[config.mk]
export PLATFORM = sky130hd
export DESIGN_NAME = pdac_top
export DESIGN_NICKNAME = d
export VERILOG_FILES = /design/src/core/pdac_pkg.sv /design/src/core/pdac_gate.sv /design/src/core/pdac_top.sv
export SDC_FILE = /design/constraint.sdc
export NUM_CORES = 1
export LEC_CHECK = 0
export BUFFER_PORTS_ARGS = -buffer_cell sky130_fd_sc_hd__buf_2
export CORE_ASPECT_RATIO = 1.2
export CORE_MARGIN = 2
export CORE_UTILIZATION = 40
export CTS_CLUSTER_SIZE = 30
export DETAILED_ROUTE_END_ITERATION = 10
export PLACE_DENSITY = 0.85
export SYNTH_ARGS = -nofsm -noshare
export SYNTH_HDL_FRONTEND = slang
export SYNTH_SLANG_ARGS = --single-unit
[constraint.sdc]
create_clock -name pclk -period 1.4 [get_ports pclk]
set_clock_uncertainty 0.05 [all_clocks]
set_input_delay 0.35 -clock pclk [delete_from_list [all_inputs] [get_ports pclk]]
set_output_delay 0.35 -clock pclk [all_outputs]
set_load 0.1 [all_outputs]
[src/core/pdac_pkg.sv]
/*
  pdac_pkg: register map, field positions, reset values and carrier types
  for the partial display area control block.
  assumes: 32-bit apb data, one aligned word per register.
*/
package pdac_pkg;

  localparam logic [7:0] PDAC_CTRL_OFF = 8'he4;
  localparam logic [7:0] PDAC_PANEL_OFF = 8'hf0;

  localparam int PDAC_CYC_LSB = 8;
  localparam int PDAC_CYC_MSB = 13;
  localparam int PDAC_EN_BIT = 4;
  localparam int PDAC_TYPE_BIT = 3;
  localparam int PDAC_AREA_LSB = 0;
  localparam int PDAC_AREA_N = 3;

  localparam logic [31:0] PDAC_CTRL_RST = 32'h0000_0000;
  localparam logic [1:0] PDAC_PANEL_RST = 2'h0;
  localparam logic [1:0] PDAC_PANEL_TYPE3 = 2'h2;

  typedef enum logic [1:0] {
    PDAC_IDLE = 2'b00,
    PDAC_ACC = 2'b01
  } pdac_state_t;

  // settings as seen by the panel timing generator
  typedef struct packed {
    logic active;
    logic block_mode;
    logic [2:0] area_en;
    logic [5:0] refresh;
  } pdac_cfg_t;

endpackage : pdac_pkg

[src/core/pdac_gate.sv]
/*
  pdac_gate: masks the stored settings so that they reach the timing
  generator only while the third tft panel interface type is selected.
  assumes: one clock, asynchronous active-low reset.
*/
`timescale 1ns/100ps
module pdac_gate
  import pdac_pkg::*;
(
  input wire logic pclk,
  input wire logic presetn,
  input wire logic type3_sel,
  input wire logic [31:0] ctrl,
  output pdac_cfg_t cfg
);

  typedef struct packed {
    pdac_cfg_t cfg;
  } pdac_gate_st_t;

  pdac_gate_st_t st;
  pdac_gate_st_t next_st;

  always_comb begin
    next_st = st;
    if (type3_sel) begin
      next_st.cfg.active = ctrl[PDAC_EN_BIT];
      next_st.cfg.block_mode = ctrl[PDAC_TYPE_BIT];
      next_st.cfg.area_en = ctrl[PDAC_AREA_LSB +: PDAC_AREA_N];
      next_st.cfg.refresh = ctrl[PDAC_CYC_MSB:PDAC_CYC_LSB];
    end else begin
      next_st.cfg = '0;
    end
  end

  always_ff @(posedge pclk or negedge presetn) begin
    if (!presetn) begin
      st <= '0;
    end else begin
      st <= next_st;
    end
  end

  assign cfg = st.cfg;

  ignore_other_a: assert property (
    @(posedge pclk) disable iff (!presetn)
    !$past(type3_sel) |-> cfg == '0)
    else $error("partial settings leak to another panel type");

  enable_follow_a: assert property (
    @(posedge pclk) disable iff (!presetn)
    $past(type3_sel) |-> cfg.active == $past(ctrl[PDAC_EN_BIT]))
    else $error("partial enable does not follow control bit");

endmodule : pdac_gate

[src/core/pdac_top.sv]
/*
  pdac_top: apb slave holding the partial display area control register
  and a panel type register, driving gated settings to the timing generator.
  assumes: apb master per amba apb3, single clock pclk at 40 MHz.
*/
`timescale 1ns/100ps
////////////////////////////////////////////////////////////////////////////
module pdac_top
  import pdac_pkg::*;
(
  input wire logic pclk,
  input wire logic presetn,
  input wire logic psel,
  input wire logic penable,
  input wire logic pwrite,
  input wire logic [7:0] paddr,
  input wire logic [31:0] pwdata,
  output logic [31:0] prdata,
  output logic pready,
  output logic pslverr,
  output pdac_cfg_t cfg
);

  ////////////////////////////////////////////////////////////////////////
  // register writable bits: 13..8 and 4..0; the rest read zero
  localparam logic [31:0] CTRL_MASK = 32'h0000_3f1f;

  typedef struct packed {
    pdac_state_t state;
    logic [31:0] ctrl;
    logic [1:0] panel;
    logic [31:0] rdata;
    logic ready;
    logic err;
  } pdac_st_t;

  pdac_st_t st;
  pdac_st_t next_st;

  // one wait state: the answer comes in the second access cycle
  always_comb begin
    next_st = st;
    next_st.ready = 1'b0;
    next_st.err = 1'b0;
    case (st.state)
      PDAC_IDLE: begin
        if (psel && penable && !st.ready) begin
          next_st.state = PDAC_ACC;
          next_st.ready = 1'b1;
          if (paddr == PDAC_CTRL_OFF) begin
            if (pwrite) begin
              next_st.ctrl = pwdata & CTRL_MASK;
            end else begin
              next_st.rdata = st.ctrl;
            end
          end else if (paddr == PDAC_PANEL_OFF) begin
            if (pwrite) begin
              next_st.panel = pwdata[1:0];
            end else begin
              next_st.rdata = {30'h0, st.panel};
            end
          end else begin
            next_st.err = 1'b1;
            next_st.rdata = 32'h0;
          end
        end
      end
      PDAC_ACC: begin
        next_st.state = PDAC_IDLE;
      end
      default: begin
        next_st.state = PDAC_IDLE;
      end
    endcase
  end

  always_ff @(posedge pclk or negedge presetn) begin
    if (!presetn) begin
      st <= '{PDAC_IDLE, PDAC_CTRL_RST, PDAC_PANEL_RST, 32'h0, 1'b0, 1'b0};
    end else begin
      st <= next_st;
    end
  end

  assign prdata = st.rdata;
  assign pready = st.ready;
  assign pslverr = st.err;

  pdac_gate u_gate (
    .pclk(pclk),
    .presetn(presetn),
    .type3_sel(st.panel == PDAC_PANEL_TYPE3),
    .ctrl(st.ctrl),
    .cfg(cfg)
  );

  ////////////////////////////////////////////////////////////////////////
  // checks look one edge after the access is taken: the answer and the
  // stored value both come from registers, never from the bus directly
  refresh_store_a: assert property (
    @(posedge pclk) disable iff (!presetn)
    psel && penable && pwrite && !pready && paddr == PDAC_CTRL_OFF
    |=> st.ctrl[PDAC_CYC_MSB:PDAC_CYC_LSB]
    == $past(pwdata[PDAC_CYC_MSB:PDAC_CYC_LSB]))
    else $error("refresh cycle not stored");

  ctrl_mask_a: assert property (
    @(posedge pclk) disable iff (!presetn)
    psel && penable && pwrite && !pready && paddr == PDAC_CTRL_OFF
    |=> st.ctrl == ($past(pwdata) & CTRL_MASK))
    else $error("control write not stored through mask");

  ctrl_hold_a: assert property (
    @(posedge pclk) disable iff (!presetn)
    !(psel && penable && pwrite && !pready && paddr == PDAC_CTRL_OFF)
    |=> $stable(st.ctrl))
    else $error("control changed without a write");

  refresh_out_a: assert property (
    @(posedge pclk) disable iff (!presetn)
    st.panel == PDAC_PANEL_TYPE3
    |=> cfg.refresh == $past(st.ctrl[PDAC_CYC_MSB:PDAC_CYC_LSB]))
    else $error("refresh cycle not passed on");

  other_panel_a: assert property (
    @(posedge pclk) disable iff (!presetn)
    st.panel != PDAC_PANEL_TYPE3 |=> cfg == '0)
    else $error("settings act on another panel type");

  master_on_a: assert property (
    @(posedge pclk) disable iff (!presetn)
    st.panel == PDAC_PANEL_TYPE3
    |=> cfg.active == $past(st.ctrl[PDAC_EN_BIT]))
    else $error("partial mode enable mismatch");

  layout_sel_a: assert property (
    @(posedge pclk) disable iff (!presetn)
    st.panel == PDAC_PANEL_TYPE3 && $stable(st.panel)
    |=> cfg.block_mode == $past(st.ctrl[PDAC_TYPE_BIT]))
    else $error("layout select mismatch");

  stripe_sel_a: assert property (
    @(posedge pclk) disable iff (!presetn)
    st.panel == PDAC_PANEL_TYPE3 && !st.ctrl[PDAC_TYPE_BIT]
    |=> !cfg.block_mode)
    else $error("stripe layout not selected");

  block_sel_a: assert property (
    @(posedge pclk) disable iff (!presetn)
    st.panel == PDAC_PANEL_TYPE3 && st.ctrl[PDAC_TYPE_BIT]
    |=> cfg.block_mode)
    else $error("block layout not selected");

  area_en_a: assert property (
    @(posedge pclk) disable iff (!presetn)
    st.panel == PDAC_PANEL_TYPE3 && $stable(st.panel)
    |=> cfg.area_en == $past(st.ctrl[PDAC_AREA_LSB +: PDAC_AREA_N]))
    else $error("area enables mismatch");

  // one check per area, so that two swapped enables show up by index
  for (genvar k = 0; k < PDAC_AREA_N; k++) begin : g_area
    area_bit_a: assert property (
      @(posedge pclk) disable iff (!presetn)
      st.panel == PDAC_PANEL_TYPE3
      |=> cfg.area_en[k] == $past(st.ctrl[PDAC_AREA_LSB + k]))
      else $error("single area enable mismatch");
  end

  reset_zero_a: assert property (
    @(posedge pclk)
    $rose(presetn)
    |-> st.ctrl == PDAC_CTRL_RST && st.panel == PDAC_PANEL_RST && cfg == '0)
    else $error("control not zero after reset");

  ready_pulse_a: assert property (
    @(posedge pclk) disable iff (!presetn)
    pready |=> !pready)
    else $error("pready longer than one cycle");

  answer_next_a: assert property (
    @(posedge pclk) disable iff (!presetn)
    psel && penable && !pready |=> pready)
    else $error("no answer one cycle after access");

  no_request_a: assert property (
    @(posedge pclk) disable iff (!presetn)
    !(psel && penable) |=> !pready)
    else $error("pready without an access");

  read_back_a: assert property (
    @(posedge pclk) disable iff (!presetn)
    psel && penable && !pwrite && !pready && paddr == PDAC_CTRL_OFF
    |=> prdata == $past(st.ctrl) && pready)
    else $error("read data not register value");

  rdata_keep_a: assert property (
    @(posedge pclk) disable iff (!presetn)
    psel && penable && pwrite && !pready
    && (paddr == PDAC_CTRL_OFF || paddr == PDAC_PANEL_OFF)
    |=> $stable(prdata))
    else $error("read data changed by a write");

  panel_store_a: assert property (
    @(posedge pclk) disable iff (!presetn)
    psel && penable && pwrite && !pready && paddr == PDAC_PANEL_OFF
    |=> st.panel == $past(pwdata[1:0]))
    else $error("panel type not stored");

  panel_read_a: assert property (
    @(posedge pclk) disable iff (!presetn)
    psel && penable && !pwrite && !pready && paddr == PDAC_PANEL_OFF
    |=> prdata == {30'h0, $past(st.panel)} && pready)
    else $error("panel type read mismatch");

  panel_hold_a: assert property (
    @(posedge pclk) disable iff (!presetn)
    !(psel && penable && pwrite && !pready && paddr == PDAC_PANEL_OFF)
    |=> $stable(st.panel))
    else $error("panel type changed without a write");

  unmapped_err_a: assert property (
    @(posedge pclk) disable iff (!presetn)
    psel && penable && !pready && paddr != PDAC_CTRL_OFF
    && paddr != PDAC_PANEL_OFF |=> pslverr)
    else $error("unmapped access without error");

  unmapped_zero_a: assert property (
    @(posedge pclk) disable iff (!presetn)
    psel && penable && !pready && paddr != PDAC_CTRL_OFF
    && paddr != PDAC_PANEL_OFF |=> prdata == 32'h0)
    else $error("unmapped access returns data");

  mapped_ok_a: assert property (
    @(posedge pclk) disable iff (!presetn)
    psel && penable && !pready
    && (paddr == PDAC_CTRL_OFF || paddr == PDAC_PANEL_OFF)
    |=> !pslverr)
    else $error("error on a mapped access");

  err_with_ready_a: assert property (
    @(posedge pclk) disable iff (!presetn)
    pslverr |-> pready)
    else $error("pslverr outside the answer cycle");

  cov_write_c: cover property (@(posedge pclk)
    pready && !pslverr && $past(pwrite));
  cov_block_c: cover property (@(posedge pclk) cfg.active && cfg.block_mode);
  cov_stripe_c: cover property (@(posedge pclk)
    cfg.active && !cfg.block_mode && cfg.area_en == 3'h7);
  cov_err_c: cover property (@(posedge pclk) pslverr);
  cov_ignored_c: cover property (@(posedge pclk)
    st.panel != PDAC_PANEL_TYPE3 && st.ctrl[PDAC_EN_BIT]);

endmodule : pdac_top

==> flow_summary.html <==
<table>
<tr><th>Metric</th><th>Value</th></tr>
<tr><th colspan="2">Logic synthesis</th></tr>
<tr><td>Post-synth ARST share</td><td>between 90% and 100%</td></tr>
<tr><td>Number of warnings printed during yosys synthesis</td><td>0</td></tr>
<tr><td>Most used DFF post-synth</td><td>dfrtp_1</td></tr>
<tr><td>Unique masters post-synth</td><td>23</td></tr>
<tr><td>Post-synthesis cell area</td><td>approximately 0.0017 mm^2</td></tr>
<tr><td>Average size of a mapped cell</td><td>~12 um^2</td></tr>
<tr><td>Number of enable-type register cells in the synthesized netlist</td><td>0</td></tr>
<tr><td>Portion of the post-synthesis area used by sequential elements</td><td>55.8%</td></tr>
<tr><td>Number of instances in the synthesized netlist</td><td>about 150</td></tr>
<tr><td>Leading post-synthesis cells by instance count</td><td>38 x dfrtp_1, 32 x buf_4, 12 x and2_1</td></tr>
<tr><td>Yosys top cell area share</td><td>a little under three fifths</td></tr>
<tr><td>Library cell with the highest instance count after synthesis</td><td>dfrtp_1</td></tr>
<tr><td>Number of synthesized register bits</td><td>38</td></tr>
<tr><td>Leading area contributor after synthesis</td><td>dfrtp_1</td></tr>
<tr><td>Top area cells in the synthesized netlist</td><td>dfrtp_1 56%, buf_4 14%, mux2_1 6.6%</td></tr>
<tr><th colspan="2">Timing</th></tr>
<tr><td>Number of max-slew violations in the final report</td><td>0</td></tr>
<tr><td>Unrepaired setup endpoints after global routing</td><td>yes</td></tr>
<tr><td>Final worst path period share</td><td>111%</td></tr>
<tr><td>Final setup violation count</td><td>25</td></tr>
<tr><td>Actual transition at the worst max-transition pin</td><td>between 0.6 and 0.7 ns</td></tr>
<tr><td>Post-layout min period</td><td>1.55 ns</td></tr>
<tr><td>Timing-limited maximum frequency</td><td>about 640 MHz</td></tr>
<tr><td>Final total negative setup slack</td><td>-2.38 ns</td></tr>
<tr><td>Post-route worst setup slack</td><td>-0.154 ns</td></tr>
<tr><td>Final Hold Violating Endpoints</td><td>0</td></tr>
<tr><td>Worst slew margin relative to its limit</td><td>59.2%</td></tr>
<tr><th colspan="2">Routing</th></tr>
<tr><td>Vias per Instance</td><td>between 4 and 5</td></tr>
<tr><td>Count of unresolved DRC violations after routing</td><td>0</td></tr>
<tr><td>Via count of the routed design</td><td>between 1000 and 1500</td></tr>
<tr><td>Number of nets with antenna violations after routing</td><td>0</td></tr>
<tr><td>Per-cell routed wire length</td><td>about 13 um</td></tr>
<tr><td>Number of iterations in the first detailed-routing pass</td><td>4</td></tr>
<tr><td>Routed Wire Length</td><td>~3300 um</td></tr>
<tr><td>Number of design-rule violations left by the first detailed-router iteration</td><td>13</td></tr>
<tr><th colspan="2">Die</th></tr>
<tr><td>Initial cell density of the core</td><td>between 40% and 50%</td></tr>
<tr><td>Standard-cell row count</td><td>26</td></tr>
<tr><td>IO Count</td><td>90</td></tr>
<tr><td>Die area</td><td>0.00480 mm^2</td></tr>
<tr><td>Placeable core region</td><td>between 0.004 and 0.005 mm^2</td></tr>
<tr><td>Die width</td><td>~64 um</td></tr>
<tr><td>Height of the chip</td><td>75.5 um</td></tr>
<tr><th colspan="2">Status</th></tr>
<tr><td>Result of the run</td><td>complete, but fails checks</td></tr>
<tr><td>Failing checks</td><td>setup timing</td></tr>
<tr><th colspan="2">Finish</th></tr>
<tr><td>Share of final-layout standard cells stronger than drive strength 1</td><td>between 40% and 50%</td></tr>
<tr><td>Post-synthesis to final-layout area growth</td><td>49.8%</td></tr>
<tr><td>Total non-filler cell area in the finished layout</td><td>0.00255 mm^2</td></tr>
<tr><td>Final core area utilization</td><td>61.3%</td></tr>
<tr><td>Final layout net count</td><td>240</td></tr>
<tr><td>Ant. Diodes</td><td>0</td></tr>
<tr><th colspan="2">GRT</th></tr>
<tr><td>Overflow left after global routing</td><td>0</td></tr>
<tr><td>All-Layer GR Usage</td><td>roughly 15%</td></tr>
<tr><td>First-pass GRT wire length</td><td>around 5200 um</td></tr>
<tr><td>Pin count of the biggest net entering global routing</td><td>39</td></tr>
<tr><td>Number of global-route vias before repair</td><td>around 1100</td></tr>
<tr><td>Number of antenna violations at the first check in global routing</td><td>0</td></tr>
<tr><th colspan="2">Place</th></tr>
<tr><td>Input/output buffers</td><td>47</td></tr>
<tr><td>HPWL Detailed</td><td>2280 um</td></tr>
<tr><td>Cell Area, Placed</td><td>approximately 0.0023 mm^2</td></tr>
<tr><td>Gp weighted congestion</td><td>roughly 0.8</td></tr>
<tr><td>Worst slack after detailed placement</td><td>-0.489 ns</td></tr>
<tr><th colspan="2">Clock tree</th></tr>
<tr><td>Max clock buf depth</td><td>2</td></tr>
<tr><td>TritonCTS clock tree</td><td>yes</td></tr>
<tr><td>Clock slew at reported path FFs</td><td>roughly 0.070 ns</td></tr>
<tr><td>Number of buffers inserted during clock tree synthesis</td><td>5</td></tr>
<tr><td>Max H-tree Level</td><td>2</td></tr>
<tr><td>CTS sink count</td><td>38</td></tr>
<tr><td>Worst-Skew Late Latency</td><td>about 0.28 ns</td></tr>
<tr><td>CTS root buffer</td><td>clkbuf_8</td></tr>
<tr><th colspan="2">Worst setup path</th></tr>
<tr><td>Top fanout value on the critical path</td><td>2</td></tr>
<tr><td>Largest stage delay, worst path</td><td>between 0.4 and 0.5 ns</td></tr>
<tr><td>Highest-delay cell along the critical path</td><td>dfrtp_4</td></tr>
<tr><td>Type of the setup path with the least slack</td><td>reg -&gt; out</td></tr>
<tr><td>CP cell instances</td><td>buf_4 -&gt; buf_6 -&gt; buf_12</td></tr>
<tr><td>Critical path data arrival time</td><td>approximately 1.2 ns</td></tr>
<tr><td>Startpoint Class</td><td>register</td></tr>
<tr><td>CP Buf/Inv Count</td><td>3</td></tr>
<tr><td>Largest delay contributor family on the critical path</td><td>flip-flops</td></tr>
<tr><td>Required time at the worst-slack endpoint</td><td>1.00 ns</td></tr>
<tr><td>Sort of element at the end of the critical path</td><td>primary output</td></tr>
<tr><th colspan="2">Hold path</th></tr>
<tr><td>Worst hold path class</td><td>in -&gt; reg</td></tr>
<tr><th colspan="2">Power and ir drop</th></tr>
<tr><td>Power per Cell Area</td><td>between 1000 and 1500 mW/mm^2</td></tr>
<tr><td>Maximum VDD drop</td><td>0.613 mV</td></tr>
<tr><td>Static Leakage</td><td>around 1.2 nW</td></tr>
<tr><td>Total power</td><td>between 2 and 3 mW</td></tr>
<tr><th colspan="2">Flow run</th></tr>
<tr><td>Number of violations of the max-capacitance limit</td><td>0</td></tr>
</table>
-- layout make-up --
| cell class | count | area, um^2 |
|---|---|---|
| well taps | 56 | 70.1 |
| multi-input cells | 81 | 618 |
| repair buffers | 58 | 726 |
| inverters | 11 | 41.3 |
| fillers | 333 | 1610 |
| clock buffers | 6 | 82.6 |
| flip-flops and latches | 38 | 955 |
| clock inverters | 2 | 60.1 |
-- routing by layer --
metal	wire [um]	GRT usage (%)
met4	68	9.18
met5	0	0
met3	123	3.55
met2	1830	27.4
met1	1280	15.1
-- metrics by stage --
stage	instances	hold WS (ns)
6_report	252	0.247
3_5_place_dp	241	0.279
2_1_floorplan	166	0.00441
5_1_grt	252	0.241
4_1_cts	251	0.239
3_3_place_gp	241	0.275
-- final timing paths --
path | startpoint | slack (ns) | cells past startpoint | endpoint
worst min register to register | st[44] | 0.47 | 1 | u_gate.cfg[0]
worst max register to register | pready | -0.14 | 4 | st[46]
worst min-delay path | pwdata[4] | 0.25 | 2 | st[40]
worst max-delay path | pready | -0.15 | 3 | pready
max in group asynchronous | presetn | 0.59 | 3 | pready
min in group asynchronous | presetn | 0.50 | 3 | prdata[11]
-- timing repair --
| action | in CTS | in global routing |
|---|---|---|
| endpoints found under the setup margin | 25 | 25 |
| hold endpoints to repair | 38 | 0 |
| hold buffers | 1 | 0 |
| pin swaps | 3 | 3 |
| cloned | 1 | 0 |
| resized for setup | 16 | 6 |
| buffers inserted | 0 | 1 |
-- sequential cells by signal (all words and copies together), names as in the netlist --
| register | count |
|---|---|
| st | 14 |
| prdata | 11 |
| u_gate.cfg | 11 |
| pready | 1 |
| pslverr | 1 |
-- layout by cell type, fill, tap and decap left out, types with 4 or more instances in the layout --
master	synthesis	final
buf_6	1	4
conb_1	1	21
mux2_4	0	11
inv_1	11	10
buf_2	1	21
and2_1	12	12
buf_12	0	26
dfrtp_1	38	37
nand3_1	10	9
clkbuf_8	0	6
buf_4	32	6
o21ai_0	9	7
-- power breakdown --
part	switching (mW)	total [mW]	leakage, nW	internal (mW)
combinational	0.437	0.571	0.634	0.134
clock	0.365	1.13	0.0714	0.760
sequential	0.0191	1.14	0.523	1.12
-- logic make-up after synthesis --
logic type,Yosys count,synth area share [%]
other cells,1,0.220
mux,13,8.59
buf+inv,48,18.1
xor+xnor,1,0.514
compound gates,15,4.99
flops,38,55.8
simple gates,30,11.7
Power figures use the tool's default switching activity.
